## src/rtl/unused_placeholder_none.sv

```systemverilog
`default_nettype none
`default_nettype wire

```

## src/shared/cryo_pkg.sv

```systemverilog
// constants, setting indices, defaults and state codes of the cooling sequencer
// assumes temperatures arrive as signed tenths of a degree on the system clock
`default_nettype none
package cryo_pkg;
  localparam int TEMP_W = 16;
  localparam int SEL_W = 4;
  localparam int SET_COUNT = 11;
  localparam int ALARM_COUNT = 15;
  localparam int TIMER_COUNT = 4;
  // setting indices
  localparam logic [3:0] SEL_MAX_CHAMBER = 4'h0;
  localparam logic [3:0] SEL_CHAMBER_DB = 4'h1;
  localparam logic [3:0] SEL_MIN_COIL = 4'h2;
  localparam logic [3:0] SEL_COIL_DB = 4'h3;
  localparam logic [3:0] SEL_INLET = 4'h4;
  localparam logic [3:0] SEL_STORAGE = 4'h5;
  localparam logic [3:0] SEL_SUPPLY_DLY = 4'h6;
  localparam logic [3:0] SEL_COOL_DLY = 4'h7;
  localparam logic [3:0] SEL_OPEN_DLY = 4'h8;
  localparam logic [3:0] SEL_CLOSED_DLY = 4'h9;
  localparam logic [3:0] SEL_ALARM_EN = 4'ha;
  // reset values: tenths of a degree, minutes for the delays, and a bit mask for the alarm enables
  localparam logic [15:0] DEF_MAX_CHAMBER = 16'hfce0;
  localparam logic [15:0] DEF_CHAMBER_DB = 16'h0064;
  localparam logic [15:0] DEF_MIN_COIL = 16'hfd12;
  localparam logic [15:0] DEF_COIL_DB = 16'h00c8;
  localparam logic [15:0] DEF_INLET = 16'hfd44;
  localparam logic [15:0] DEF_STORAGE = 16'hfce0;
  localparam logic [15:0] DEF_SUPPLY_DLY = 16'h0005;
  localparam logic [15:0] DEF_COOL_DLY = 16'h0078;
  localparam logic [15:0] DEF_OPEN_DLY = 16'h001e;
  localparam logic [15:0] DEF_CLOSED_DLY = 16'h001e;
  localparam logic [15:0] DEF_ALARM_EN = 16'h7fff;
  localparam logic [15:0] SET_RESET [SET_COUNT] = '{DEF_MAX_CHAMBER, DEF_CHAMBER_DB, DEF_MIN_COIL,
    DEF_COIL_DB, DEF_INLET, DEF_STORAGE, DEF_SUPPLY_DLY, DEF_COOL_DLY, DEF_OPEN_DLY, DEF_CLOSED_DLY,
    DEF_ALARM_EN};
  // storage setpoint limits and regulation band
  localparam logic [15:0] STORAGE_LOW = 16'hfa24;
  localparam logic [15:0] STORAGE_HIGH = 16'hfe0c;
  localparam logic [15:0] BAND = 16'h0032;
  // alarm bit positions driven by the sequencer
  localparam int ALM_SUPPLY = 8;
  localparam int ALM_STUCK_OPEN = 9;
  localparam int ALM_STUCK_CLOSED = 10;
  localparam int ALM_COOL_TIME = 12;
  // timer indices
  localparam int TMR_SUPPLY = 0;
  localparam int TMR_COOL = 1;
  localparam int TMR_OPEN = 2;
  localparam int TMR_CLOSED = 3;
  // timing
  localparam int CLOCK_PERIOD_NS = 8;
  localparam int TICK_PERIOD_NS = 1000000000;
  localparam int TICK_CYCLES = TICK_PERIOD_NS / CLOCK_PERIOD_NS;
  localparam logic [5:0] SECONDS_PER_MINUTE = 6'h3c;
  typedef enum logic [1:0] {
    ST_IDLE = 2'b00,
    ST_BYPASS = 2'b01,
    ST_COOL = 2'b10,
    ST_PAUSE = 2'b11
  } seq_state_type;
endpackage
`default_nettype wire

```

## src/rtl/minute_timer.sv

```systemverilog
// elapsed-minutes timer, cleared whenever its run input is low
// assumes a one-cycle tick once per second from the sequencer
`default_nettype none
module minute_timer #(
  parameter int MIN_W = 16
) (
  // clock and reset
  input wire logic i_clock,
  input wire logic i_rst,
  // control
  input wire logic i_run,
  input wire logic i_tick,
  input wire logic [MIN_W-1:0] i_limit,
  // status
  output logic o_expired
);
  logic [5:0] sec;
  logic [5:0] next_sec;
  logic [MIN_W-1:0] minutes;
  logic [MIN_W-1:0] next_minutes;
  logic next_expired;

  always_comb begin
    next_sec = sec;
    next_minutes = minutes;
    if (!i_run) begin
      next_sec = 6'h00;
      next_minutes = '0;
    end else if (i_tick) begin
      if (sec == cryo_pkg::SECONDS_PER_MINUTE - 6'h01) begin
        next_sec = 6'h00;
        if (minutes != {MIN_W{1'b1}}) begin
          next_minutes = minutes + 1'b1;
        end
      end else begin
        next_sec = sec + 6'h01;
      end
    end
    next_expired = i_run && (next_minutes >= i_limit);
  end

  always_ff @(posedge i_clock or posedge i_rst) begin
    if (i_rst) begin
      sec <= 6'h00;
      minutes <= '0;
      o_expired <= 1'b0;
    end else begin
      sec <= next_sec;
      minutes <= next_minutes;
      o_expired <= next_expired;
    end
  end
endmodule
`default_nettype wire

```

## src/rtl/cryo_cooling_sequencer.sv

```systemverilog
// bypass purge and cooling cycle sequencer with settings, timers and alarms
// assumes temperature words and alarm events come from logic on i_clock; lid switch is a pin
//
// Operation
// - each cooling request starts with bypass until inlet reaches setpoint, then cooling valves
// - chamber above maximum starts bypass purge followed directly by cooling
// - automatic warm-chamber start has no override input at all
// - cold coil outlet closes cooling valves; reopen at minimum plus deadband
// - cycle ends, valves close, when chamber reaches maximum minus chamber deadband
// - reset defaults: -80, 10, -75, 20 and -70 degrees
// - reset defaults: supply delay 5 minutes, cooling time delay 120 minutes
// - reset defaults: stuck open and stuck closed delays 30 minutes each
// - storage setpoint held within -50 to -150; band is plus or minus 5
// - open lid shortens the interval between cooling cycles
// - fifteen status alarms, each enabled or disabled by the user
// - supply delay expiry raises alarm, ends bypass, starts feeding nitrogen
// - inlet not warming after cycle end within delay raises stuck-open alarm
`default_nettype none
module cryo_cooling_sequencer #(
  parameter int TICK_CYCLES = cryo_pkg::TICK_CYCLES,
  parameter int TICK_W = 27
) (
  // clock and reset
  input wire logic i_clock,
  input wire logic i_rst,
  // temperature readings
  input wire logic [15:0] i_chamber_temp,
  input wire logic [15:0] i_inlet_temp,
  input wire logic [15:0] i_coil_temp,
  input wire logic i_lid_open,
  // settings access
  input wire logic i_set_write,
  input wire logic [3:0] i_set_select,
  input wire logic [15:0] i_set_value,
  input wire logic [3:0] i_read_select,
  output logic [15:0] o_setting_value,
  // alarms
  input wire logic [14:0] i_ext_alarm,
  input wire logic i_alarm_clear,
  output logic [14:0] o_alarm,
  // valves and status
  output logic o_bypass_valve,
  output logic o_cool_valve,
  output logic [1:0] o_state,
  output logic o_in_band
);
  // ****************************************
  // settings
  // ****************************************
  logic [15:0] settings [cryo_pkg::SET_COUNT];
  logic [15:0] next_settings [cryo_pkg::SET_COUNT];
  logic [15:0] next_setting_value;
  logic [15:0] write_value;
  logic written;

  always_comb begin
    write_value = i_set_value;
    if (i_set_select == cryo_pkg::SEL_STORAGE) begin
      if ($signed(i_set_value) < $signed(cryo_pkg::STORAGE_LOW)) begin
        write_value = cryo_pkg::STORAGE_LOW;
      end else if ($signed(i_set_value) > $signed(cryo_pkg::STORAGE_HIGH)) begin
        write_value = cryo_pkg::STORAGE_HIGH;
      end
    end
    for (int k = 0; k < cryo_pkg::SET_COUNT; k++) begin
      next_settings[k] = settings[k];
      if (i_set_write && i_set_select == 4'(k)) begin
        next_settings[k] = write_value;
      end
    end
    next_setting_value = 16'h0000;
    if (i_read_select < 4'(cryo_pkg::SET_COUNT)) begin
      next_setting_value = settings[i_read_select];
    end
  end

  always_ff @(posedge i_clock or posedge i_rst) begin
    if (i_rst) begin
      settings <= cryo_pkg::SET_RESET;
      o_setting_value <= 16'h0000;
      written <= 1'b0;
    end else begin
      settings <= next_settings;
      o_setting_value <= next_setting_value;
      written <= written | i_set_write;
    end
  end

  // ****************************************
  // threshold comparisons
  // ****************************************
  logic signed [16:0] chamber;
  logic signed [16:0] inlet;
  logic signed [16:0] coil;
  logic signed [16:0] max_chamber;
  logic signed [16:0] chamber_low;
  logic signed [16:0] lid_start;
  logic signed [16:0] min_coil;
  logic signed [16:0] coil_resume;
  logic signed [16:0] inlet_set;
  logic signed [16:0] band_diff;
  logic lid_meta;
  logic lid_sync;
  logic chamber_warm;
  logic chamber_done;
  logic inlet_cold;
  logic coil_cold;
  logic coil_warm;

  always_ff @(posedge i_clock or posedge i_rst) begin
    if (i_rst) begin
      lid_meta <= 1'b0;
      lid_sync <= 1'b0;
    end else begin
      lid_meta <= i_lid_open;
      lid_sync <= lid_meta;
    end
  end

  assign chamber = $signed({i_chamber_temp[15], i_chamber_temp});
  assign inlet = $signed({i_inlet_temp[15], i_inlet_temp});
  assign coil = $signed({i_coil_temp[15], i_coil_temp});
  assign max_chamber = $signed({settings[0][15], settings[0]});
  assign chamber_low = max_chamber - $signed({settings[1][15], settings[1]});
  assign lid_start = max_chamber - $signed({{2{settings[1][15]}}, settings[1][15:1]});
  assign min_coil = $signed({settings[2][15], settings[2]});
  assign coil_resume = min_coil + $signed({settings[3][15], settings[3]});
  assign inlet_set = $signed({settings[4][15], settings[4]});
  assign band_diff = chamber - $signed({settings[5][15], settings[5]});
  assign chamber_warm = chamber > (lid_sync ? lid_start : max_chamber);
  assign chamber_done = chamber <= chamber_low;
  assign inlet_cold = inlet <= inlet_set;
  assign coil_cold = coil < min_coil;
  assign coil_warm = coil >= coil_resume;

  // ****************************************
  // second tick and delay timers
  // ****************************************
  logic [TICK_W-1:0] tick_count;
  logic [TICK_W-1:0] next_tick_count;
  logic tick;
  logic [cryo_pkg::TIMER_COUNT-1:0] timer_run;
  logic [cryo_pkg::TIMER_COUNT-1:0] timer_expired;
  logic [15:0] timer_limit [cryo_pkg::TIMER_COUNT];

  assign tick = tick_count == TICK_W'(TICK_CYCLES - 1);
  assign next_tick_count = tick ? '0 : tick_count + 1'b1;

  always_ff @(posedge i_clock or posedge i_rst) begin
    if (i_rst) begin
      tick_count <= '0;
    end else begin
      tick_count <= next_tick_count;
    end
  end

  assign timer_limit[cryo_pkg::TMR_SUPPLY] = settings[cryo_pkg::SEL_SUPPLY_DLY];
  assign timer_limit[cryo_pkg::TMR_COOL] = settings[cryo_pkg::SEL_COOL_DLY];
  assign timer_limit[cryo_pkg::TMR_OPEN] = settings[cryo_pkg::SEL_OPEN_DLY];
  assign timer_limit[cryo_pkg::TMR_CLOSED] = settings[cryo_pkg::SEL_CLOSED_DLY];

  for (genvar t = 0; t < cryo_pkg::TIMER_COUNT; t++) begin : g_timer
    minute_timer #(.MIN_W(16)) u_timer (
      .i_clock(i_clock),
      .i_rst(i_rst),
      .i_run(timer_run[t]),
      .i_tick(tick),
      .i_limit(timer_limit[t]),
      .o_expired(timer_expired[t])
    );
  end

  // ****************************************
  // sequencer
  // ****************************************
  cryo_pkg::seq_state_type state;
  cryo_pkg::seq_state_type next_state;
  logic watch_open;
  logic next_watch_open;
  logic next_bypass_valve;
  logic next_cool_valve;
  logic next_in_band;

  always_comb begin
    next_state = state;
    case (state)
      cryo_pkg::ST_IDLE: begin
        if (chamber_warm) begin
          next_state = cryo_pkg::ST_BYPASS;
        end
      end
      cryo_pkg::ST_BYPASS: begin
        if (inlet_cold || timer_expired[cryo_pkg::TMR_SUPPLY]) begin
          next_state = cryo_pkg::ST_COOL;
        end
      end
      cryo_pkg::ST_COOL: begin
        if (chamber_done) begin
          next_state = cryo_pkg::ST_IDLE;
        end else if (coil_cold) begin
          next_state = cryo_pkg::ST_PAUSE;
        end
      end
      cryo_pkg::ST_PAUSE: begin
        if (chamber_done) begin
          next_state = cryo_pkg::ST_IDLE;
        end else if (coil_warm) begin
          next_state = cryo_pkg::ST_COOL;
        end
      end
      default: begin
        next_state = cryo_pkg::ST_IDLE;
      end
    endcase
    next_watch_open = watch_open;
    if (state[1] && next_state == cryo_pkg::ST_IDLE) begin
      next_watch_open = 1'b1;
    end else if (!inlet_cold) begin
      next_watch_open = 1'b0;
    end
    next_bypass_valve = next_state == cryo_pkg::ST_BYPASS;
    next_cool_valve = next_state == cryo_pkg::ST_COOL;
    next_in_band = (band_diff >= -$signed({1'b0, cryo_pkg::BAND})) && (band_diff <= $signed({1'b0, cryo_pkg::BAND}));
    timer_run[cryo_pkg::TMR_SUPPLY] = state == cryo_pkg::ST_BYPASS;
    timer_run[cryo_pkg::TMR_COOL] = state != cryo_pkg::ST_IDLE;
    timer_run[cryo_pkg::TMR_OPEN] = watch_open && state == cryo_pkg::ST_IDLE;
    timer_run[cryo_pkg::TMR_CLOSED] = state == cryo_pkg::ST_COOL && !inlet_cold;
  end

  always_ff @(posedge i_clock or posedge i_rst) begin
    if (i_rst) begin
      state <= cryo_pkg::ST_IDLE;
      watch_open <= 1'b0;
      o_bypass_valve <= 1'b0;
      o_cool_valve <= 1'b0;
      o_in_band <= 1'b0;
    end else begin
      state <= next_state;
      watch_open <= next_watch_open;
      o_bypass_valve <= next_bypass_valve;
      o_cool_valve <= next_cool_valve;
      o_in_band <= next_in_band;
    end
  end

  assign o_state = state;

  // ****************************************
  // alarms
  // ****************************************
  logic [14:0] alarm_latch;
  logic [14:0] next_alarm_latch;
  logic [14:0] alarm_event;

  always_comb begin
    alarm_event = i_ext_alarm;
    alarm_event[cryo_pkg::ALM_SUPPLY] = i_ext_alarm[cryo_pkg::ALM_SUPPLY] | timer_expired[cryo_pkg::TMR_SUPPLY];
    alarm_event[cryo_pkg::ALM_COOL_TIME] = i_ext_alarm[cryo_pkg::ALM_COOL_TIME] | timer_expired[cryo_pkg::TMR_COOL];
    alarm_event[cryo_pkg::ALM_STUCK_OPEN] = i_ext_alarm[cryo_pkg::ALM_STUCK_OPEN] | timer_expired[cryo_pkg::TMR_OPEN];
    alarm_event[cryo_pkg::ALM_STUCK_CLOSED] = i_ext_alarm[cryo_pkg::ALM_STUCK_CLOSED] |
      timer_expired[cryo_pkg::TMR_CLOSED];
    // set wins over clear
    next_alarm_latch = (i_alarm_clear ? 15'h0000 : alarm_latch) | alarm_event;
  end

  always_ff @(posedge i_clock or posedge i_rst) begin
    if (i_rst) begin
      alarm_latch <= 15'h0000;
    end else begin
      alarm_latch <= next_alarm_latch;
    end
  end

  assign o_alarm = alarm_latch & settings[cryo_pkg::SEL_ALARM_EN][14:0];
endmodule
`default_nettype wire

```

## config.mk

```make
export PLATFORM = sky130hd
export DESIGN_NAME = cryo_cooling_sequencer
export DESIGN_NICKNAME = d
export VERILOG_FILES = /design/src/rtl/unused_placeholder_none.sv /design/src/shared/cryo_pkg.sv /design/src/rtl/minute_timer.sv /design/src/rtl/cryo_cooling_sequencer.sv
export SDC_FILE = /design/constraint.sdc
export NUM_CORES = 1
export LEC_CHECK = 0
export BUFFER_PORTS_ARGS = -buffer_cell sky130_fd_sc_hd__buf_4
export CORE_MARGIN = 2
export CORE_UTILIZATION = 45
export CTS_CLUSTER_SIZE = 30
export DETAILED_ROUTE_END_ITERATION = 10
export HOLD_SLACK_MARGIN = 0.05
export PLACE_DENSITY = 0.67
export SLEW_MARGIN = 20
export SYNTH_ARGS = -nofsm -noshare
export SYNTH_HDL_FRONTEND = slang
export SYNTH_SLANG_ARGS = --single-unit
```

## constraint.sdc

```tcl
create_clock -name i_clock -period 14.9 [get_ports i_clock]
set_input_delay 2.98 -clock i_clock [delete_from_list [all_inputs] [get_ports i_clock]]
set_output_delay 2.98 -clock i_clock [all_outputs]
set_load 0.02 [all_outputs]
```

==> metrics.md, run 1 <==
| Metric | Value |
|---|---|
| Status | finished clean |
| Avg WL per Cell | 19.08 um |
| Synth top cells by count | nand2_1 (306), dfrtp_1 (263), o21ai_0 (228), ha_1 (218), inv_1 (182) |
| Layout cell share with drive strength beyond 1 | 13.62% |
| Worst path slowest cell | or2_2 |
| Initial antenna violation count | 6 |
| Period minus WS final | 6.053 ns |
| CP endpoint kind | flip-flop |
| Die H | 223.5 um |
| Synthesized Nets | 2680 |
| I/O Buffers | 127 |
| Die area | 49960 um2 |
| Netlist cell types | 81 |
| H-tree levels | 2 |
| Crit path from | i_inlet_temp[15] |
| Max VDD drop | 0.0001086 V |
| Total number of vias | 17900 |
| Worst Skew | 0.01521 ns |
| Simple-gate share of the synthesized area | 17.71% |
| Fraction of synthesized cell area in xor and xnor cells | 4.403% |
| Worst hold path class | flip-flop to flip-flop |
| # setup viols final | 0 |
| DP Wirelength | 45100 um |
| Max Slew Vio Count | 0 |
| CTS max path bufs | 3 |
| Post-Synth Adder-Cell Area | 12.95% |
| Top-count cell post-synth | nand2_1 |
| Crit path buf inv count | 2 |
| Synth Cell Area | 21680 um2 |
| Die W | 223.5 um |
| TritonRoute pass-1 iters | 5 |
| Hold-fix buffers, CTS | 0 |
| Flop-to-flop setup slack | 10.13 ns |
| Slowest stage delay, CP | 0.38 ns |
| Crit-path cells | buf_4, ha_1, nand4_1, or2_2, a21oi_1, o2111ai_1, buf_4, or2_2, ha_1, nand2b_1, a21o_1, a21o_1, a21o_1, a21oi_1, o21ai_0, o311ai_0, a21oi_1 |
| Setup_tns | 0 ns |
| Largest family of logic cells by synthesized area | simple AND/OR/NAND/NOR gates |
| Unrepaired setup endpoints after global routing | false |
| Hold Path Cell Cnt | 0 |
| Mapped Cells | 2366 |
| CTS tree | yes |
| Top_reg_cell synth | dfrtp_1 |
| Fillers | 4380 |
| Worst slew pin tran | 1.055 ns |
| Total gr overflow | 0 |
| Setup Crit Path Kind | primary input to flip-flop |
| Final WS setup | 8.847 ns |
| Num CTS Buffers | 39 |
| # resized after CTS | 0 |
| Post-DR vias/cell | 5.751 |
| Post-synthesis compound-gate area fraction | 15.88% |
| Final hold vios | 0 |
| Final Cycle Share | 40.62% |
| Family with the most delay on the worst path | compound AO/OA/AOI/OAI gates |
| Dpl ws | 8.186 ns |
| Core area | 47650 um2 |
| #FFs+latches synth | 334 |
| Vias in the first global route | 17530 |
| DRT Wirelength | 59380 um |
| Core Rows | 80 |
| Initial Util | 45.51% |
| Synthesis-to-finish area growth | 13.07% |
| # DRC | 0 |
| Critical Path RT | 15.34 ns |
| Total setup buffers inserted after CTS | 0 |
| Final nets | 2779 |
| Leak Pwr | 11.48 nW |
| Pin count of the biggest net entering global routing | 118 |
| 1st-iter DRT viols | 1260 |
| Final ANT Viol Nets | 0 |
| Critical path fanouts, max | 18 |
| YS warnings | 0 |
| Fmax | 0.1652 GHz |
| # Max-Cap Violations | 0 |
| IO Pins | 128 |
| Origin of the critical flop-to-flop path | max_chamber[0] |
| Yosys top cell by area | dfrtp_1 |
| FFs w/ async S/R, synth | 100.0% |
| All-Layer GR Usage | 23.92% |
| Crit path to | g_timer[3].u_timer.o_expired |
| First-pass GRT wire length | 94130 um |
| Slew margin rel. | 29.38% |
| Cell Pwr Density | 134.0 nW/um2 |
| Root Driver | clkbuf_16 |
| Reg2reg path depth | 19 |
| Sequential area share after synthesis | 38.95% |
| CP Launch Type | primary input |
| EDFF count, synth | 0 |
| Pwr Total | 3.287 mW |
| Mean post-synth cell area | 9.165 um2 |
| Clock sink total | 334 |
| Synth area leaders | dfrtp_1 (30%), ha_1 (13%), dfstp_2 (8.6%), nand2_1 (5.3%), o21ai_0 (5.3%) |
| Clock latency at the later pin of the worst-skew pair | 0.57 ns |
| Worst Path Arrival | 6.49 ns |
| Top-area cell type share of the netlist area | 30.35% |
| Reg clk slew, reported paths | 0.06 ns |
| Gpl congestion | 0.9090 |
| Multiplexer area fraction after synthesis | 5.545% |
| Crit path depth | 17 |
| RR Endpoint | o_cool_valve |
final cells by class:
type	count	area, um2	share of cell area, %
diodes	1	2.502	0.01021
flip-flops and latches	334	8447	34.45
clock buffers	60	1176	4.797
clock inverters	12	113.9	0.4644
well taps	615	769.5	3.138
inverters	182	690.7	2.817
multi-input cells	1769	12270	50.05
repair buffers	139	1047	4.271
worst min-delay path by stage:
stage / from / endpoint / slack (ns)
2_1_floorplan: lid_meta / lid_sync / 0.33
5_1_grt: lid_meta / lid_sync / 0.37
3_5_place_dp: lid_meta / lid_sync / 0.34
6_report: lid_meta / lid_sync / 0.36
4_1_cts: lid_meta / lid_sync / 0.36
3_3_place_gp: lid_meta / lid_sync / 0.34
cells in the final DEF (no fill, tap or decap), types with 71 or more instances in the layout:
cell	Yosys	final
nand2_1	306	306
dfrtp_1	263	263
o21ai_0	228	228
ha_1	218	218
inv_1	182	181
nor2_1	161	159
buf_4	0	138
a21oi_1	112	112
a21o_1	74	74
dfstp_2	71	71
sequential cells by signal, summed over array words and instances (netlist names), 2 cells and up:
name	count
o_state	2
alarm_latch	15
o_setting_value	16
inlet_set	16
g_timer.u_timer.sec	24
tick_count	27
g_timer.u_timer.minutes	64
min_coil	16
max_chamber	16
settings	128
g_timer.u_timer.o_expired	4
cells by family (layout without fill, tap and decap cells):
family / after synthesis / in the layout
muxes: 80 / 80
other: 0 / 1
xor gates and xnor gates: 109 / 109
buffers and inverters: 263 / 393
and+or+nand+nor: 799 / 799
AOI/OAI and AO/OA: 559 / 559
DFF: 334 / 334
adders and majority gates: 222 / 222
where the power goes:
| part | internal, mW | leakage [nW] | switching, mW |
|---|---|---|---|
| Sequential | 1.05 | 4.20 | 0.128 |
| Clock | 0.565 | 0.635 | 0.397 |
| Combinational | 0.492 | 6.64 | 0.653 |
| Total | 2.11 | 11.5 | 1.18 |
metal layers:
| metal | GRT usage (%) | vias up | wire length, um |
|---|---|---|---|
| li1 | - | 8579 | - |
| met1 | 30.86 | 8692 | 24980 |
| met2 | 40.77 | 517 | 28730 |
| met3 | 3.714 | 106 | 3632 |
| met4 | 8.624 | 2 | 2027 |
| met5 | 0 | - | 9 |
stage by stage:
| step | utilization (%) | instance area (um2) | hold WS, ns | cells |
|---|---|---|---|---|
| 2_1_floorplan | - | 21680 | 0.3312 | 2366 |
| 3_3_place_gp | 48.71 | 23210 | 0.3412 | 3039 |
| 3_5_place_dp | 48.71 | 23210 | 0.3450 | 3039 |
| 4_1_cts | 51.42 | 24500 | 0.3592 | 3111 |
| 5_1_grt | 51.46 | 24520 | 0.3672 | 3111 |
| 6_report | 51.46 | 24520 | 0.3574 | 3112 |
(Power assumes the default switching activity.)
==> run 2: changes to the inputs <==
--- a/config.mk
+++ b/config.mk
@@ -5,6 +5,7 @@
 export SDC_FILE = /design/constraint.sdc
 export NUM_CORES = 1
 export LEC_CHECK = 0
+export ABC_AREA = 1
 export BUFFER_PORTS_ARGS = -buffer_cell sky130_fd_sc_hd__buf_4
 export CORE_MARGIN = 2
 export CORE_UTILIZATION = 45
==> constraint.sdc (replaced) <==
create_clock -name i_clock -period 6 [get_ports i_clock]
set_input_delay 1.2 -clock i_clock [delete_from_list [all_inputs] [get_ports i_clock]]
set_output_delay 1.2 -clock i_clock [all_outputs]
set_load 0.02 [all_outputs]
==> run 2 against run 1 <==
Sequential cell count did not move. Largest power group is now combinational cells. Largest cell class unchanged. Synthesized area grew 5.6%. Hold slack lost 0.0079 ns. Sequential power grew 150%. Global-route usage up 2.8 points. Die area grew 5.4%. Critical path type is now flip-flop to flip-flop. First-iteration DRC count is 48% higher. Register-to-register slack worse by 8.5 ns.
==> metrics.md, run 2 <==
| Metric | Value |
|---|---|
| Clock latency at the later pin of the worst-skew pair | 0.57 ns (about the same) |
| YS warnings | 0 (unchanged) |
| Crit path top cell by count | nand2_1 |
| Reg clk slew, reported paths | 0.06 ns (about the same) |
| Largest family of logic cells by synthesized area | simple AND/OR/NAND/NOR gates |
| Synthesized Nets | 3326 (+24%) |
| Clock sink total | 334 (unchanged) |
| Post-DR vias/cell | 5.604 (-2.6%) |
| Top-count cell post-synth | nand2_1 |
| Top-area cell type share of the netlist area | 28.75% (-1.6 points) |
| Max VDD drop | 0.0001844 V (+70%) |
| Synth Cell Area | 22890 um2 (+5.6%) |
| Die H | 229.5 um (+2.7%) |
| Initial Util | 45.62% (+0.11 points) |
| CP Launch Type | flip-flop |
| CP endpoint kind | flip-flop |
| FFs w/ async S/R, synth | 100.0% (unchanged) |
| Core area | 50170 um2 (+5.3%) |
| Final ANT Viol Nets | 0 (unchanged) |
| Post-synthesis compound-gate area fraction | 16.20% (+0.32 points) |
| Top flop regs | settings: 128 flops, g_timer.u_timer.minutes: 64 flops, tick_count: 27 flops |
| Total setup buffers inserted after CTS | 0 (unchanged) |
| Finished Core Util | 51.31% (-0.15 points) |
| Status | finished clean |
| Leak Pwr | 12.54 nW (+9.3%) |
| Avg WL per Cell | 18.57 um (-2.7%) |
| Crit-path cells | inv_1, fa_1, inv_1, a31oi_1, o21ai_0, a31oi_1, o21ai_0, nand2_1, nand3_1, nand2_1, ha_1, nand2_1, nor2_1, and2_1, nand3b_1, nand3_1, o21ai_0, nand2_1, nand2_1, nand2_1, nand3_1, nor2_1 |
| #FFs+latches synth | 334 (unchanged) |
| Worst hold path class | flip-flop to flip-flop |
| Die W | 229.5 um (+2.7%) |
| Final Cycle Share | 72.76% |
| CTS max path bufs | 3 (unchanged) |
| Layout cell share with drive strength beyond 1 | 10.46% (-3.2 points) |
| Slew margin rel. | 31.07% (+1.7 points) |
| Hold-fix buffers, CTS | 0 (unchanged) |
| Num CTS Buffers | 39 (unchanged) |
| I/O Buffers | 127 (unchanged) |
| # setup viols final | 0 (unchanged) |
| Synth top cells by count | nand2_1 (596), inv_1 (412), o21ai_0 (329), dfrtp_1 (263), nor2_1 (241) |
| CTS tree | yes |
| Max reg flops | 128 (unchanged) |
| Critical Path RT | 6.44 ns (-8.90 ns) |
| Final hold vios | 0 (unchanged) |
| Period minus WS final | 4.366 ns |
| Root Driver | clkbuf_16 |
| Synth area leaders | dfrtp_1 (29%), ha_1 (12%), nand2_1 (9.8%), dfstp_2 (8.2%), o21ai_0 (7.2%) |
| Fraction of synthesized cell area in xor and xnor cells | 3.329% (-1.1 points) |
| DRT Wirelength | 70710 um (+19%) |
| # resized after CTS | 0 (unchanged) |
| Pin count of the biggest net entering global routing | 173 (+47%) |
| Cell Pwr Density | 329.7 nW/um2 (+150%) |
| Commonest non-fill, non-tap cell in the layout | nand2_1 |
| Final nets | 3420 (+23%) |
| Netlist cell types | 56 (-31%) |
| Mean post-synth cell area | 7.599 um2 (-17%) |
| Slowest stage delay, CP | 0.54 ns (+0.16 ns) |
| Initial antenna violation count | 2 (-4) |
| Setup Crit Path Kind | flip-flop to flip-flop |
| Total number of vias | 21340 (+19%) |
| H-tree levels | 2 (unchanged) |
| Worst slew pin tran | 1.034 ns (-0.02136 ns) |
| TritonRoute pass-1 iters | 6 (+1) |
| Worst Path Arrival | 4.81 ns (-1.68 ns) |
| Synthesis-to-finish area growth | 12.48% |
| Core Rows | 82 (+2.5%) |
| Worst path slowest cell | dfstp_2 |
| Setup_tns | 0 ns (unchanged) |
| IO Pins | 128 (unchanged) |
| Hold slack | 0.3495 ns (-0.007944 ns) |
| Post-Synth Adder-Cell Area | 12.27% (-0.68 points) |
| Vias in the first global route | 20740 (+18%) |
| Unrepaired setup endpoints after global routing | false |
| Multiplexer area fraction after synthesis | 0.04373% (-5.5 points) |
| Max Slew Vio Count | 0 (unchanged) |
| Total gr overflow | 0 (unchanged) |
| Sequential area share after synthesis | 36.90% (-2.0 points) |
| DP Wirelength | 53950 um (+20%) |
| Critical path fanouts, max | 3 (-15) |
| All-Layer GR Usage | 26.72% (+2.8 points) |
| Fmax | 0.2291 GHz |
| Reg2reg path depth | 22 (+3) |
| Die area | 52680 um2 (+5.4%) |
| Hold Path Cell Cnt | 0 (unchanged) |
| First-pass GRT wire length | 111800 um (+19%) |
| 1st-iter DRT viols | 1866 (+48%) |
| Yosys top cell by area | dfrtp_1 |
| Worst Skew | 0.01666 ns (+0.001443 ns) |
| Simple-gate share of the synthesized area | 22.69% (+5.0 points) |
| Mapped Cells | 3012 (+27%) |
| # Max-Cap Violations | 0 (unchanged) |
| Top_reg_cell synth | dfrtp_1 |
| Register name with the most flops | settings |
| Gpl congestion | 0.9798 (+7.8%) |
| Commonest non-fill, non-tap cells in the layout | nand2_1 (596), inv_1 (411), o21ai_0 (329) |
| Pwr Total | 8.487 mW (+160%) |
| # DRC | 0 (unchanged) |
| EDFF count, synth | 0 (unchanged) |
[run 2: layout make-up]
| cell class | count | area [um2] |
|---|---|---|
| fill | 4805 | 24430 |
| multi-input combinational | 2163 | 12490 |
| sequential | 334 | 8447 |
| inverter | 429 | 1615 |
| clock buffer | 57 | 1165 |
| timing repair buffer | 139 | 1069 |
| tap | 672 | 840.8 |
| clock inverter | 13 | 112.6 |
| antenna | 1 | 2.502 |
[run 2: cells by family (layout without fill, tap and decap cells)]
kind of cell,count (synthesis),in the layout
compound gates,661,661
xor+xnor,87,87
fa+ha+maj,222,222
buf+inv,515,638
flops,334,334
mux,1,1
other cells,0,1
simple gates,1192,1192
[run 2: power breakdown]
group / internal [mW] / switching, mW
clock: 1.39 / 0.990
sequential: 2.62 / 0.274
combinational: 1.15 / 2.05
[run 2: path summary, 6_finish.rpt]
path	from	to	slack [ns]
worst min-delay path	lid_meta	lid_sync	0.35
worst max-delay path	min_coil[1]	o_cool_valve	1.63
max in group asynchronous	i_rst	settings[112]	4.14
min in group asynchronous	i_rst	tick_count[10]	0.59
worst max register to register	min_coil[1]	o_cool_valve	1.63
worst min register to register	lid_meta	lid_sync	0.35
[run 2: per-layer routing]
| layer | track usage [%] | up-vias | wire length (um) |
|---|---|---|---|
| li1 | - | 10250 | - |
| met1 | 34.29 | 10120 | 29220 |
| met2 | 43.84 | 787 | 33030 |
| met3 | 5.242 | 179 | 5124 |
| met4 | 11.44 | 0 | 3331 |
| met5 | 0 | - | 0 |
[run 2: stage by stage]
| stage | cell area [um2] | instances | worst slack, ns |
|---|---|---|---|
| detailed placement | 24460 | 3737 | 1.640 |
| global route | 25740 | 3807 | 1.340 |
| floorplan | 22890 | 3012 | 0.3954 |
| finish | 25740 | 3808 | 1.634 |
| CTS | 25740 | 3807 | 1.777 |
| global placement | 24460 | 3737 | 1.749 |
[run 2: worst max-delay path, delay by kind of cell, from the launching register on]
kind                     cells  cell delay, ns
AO/OA/AOI/OAI                5            1.58
adder cells (fa/ha/maj)      2            0.71
buffers and inverters        2            0.16
flip-flops                   1            0.54
AND/OR/NAND/NOR             13            1.25
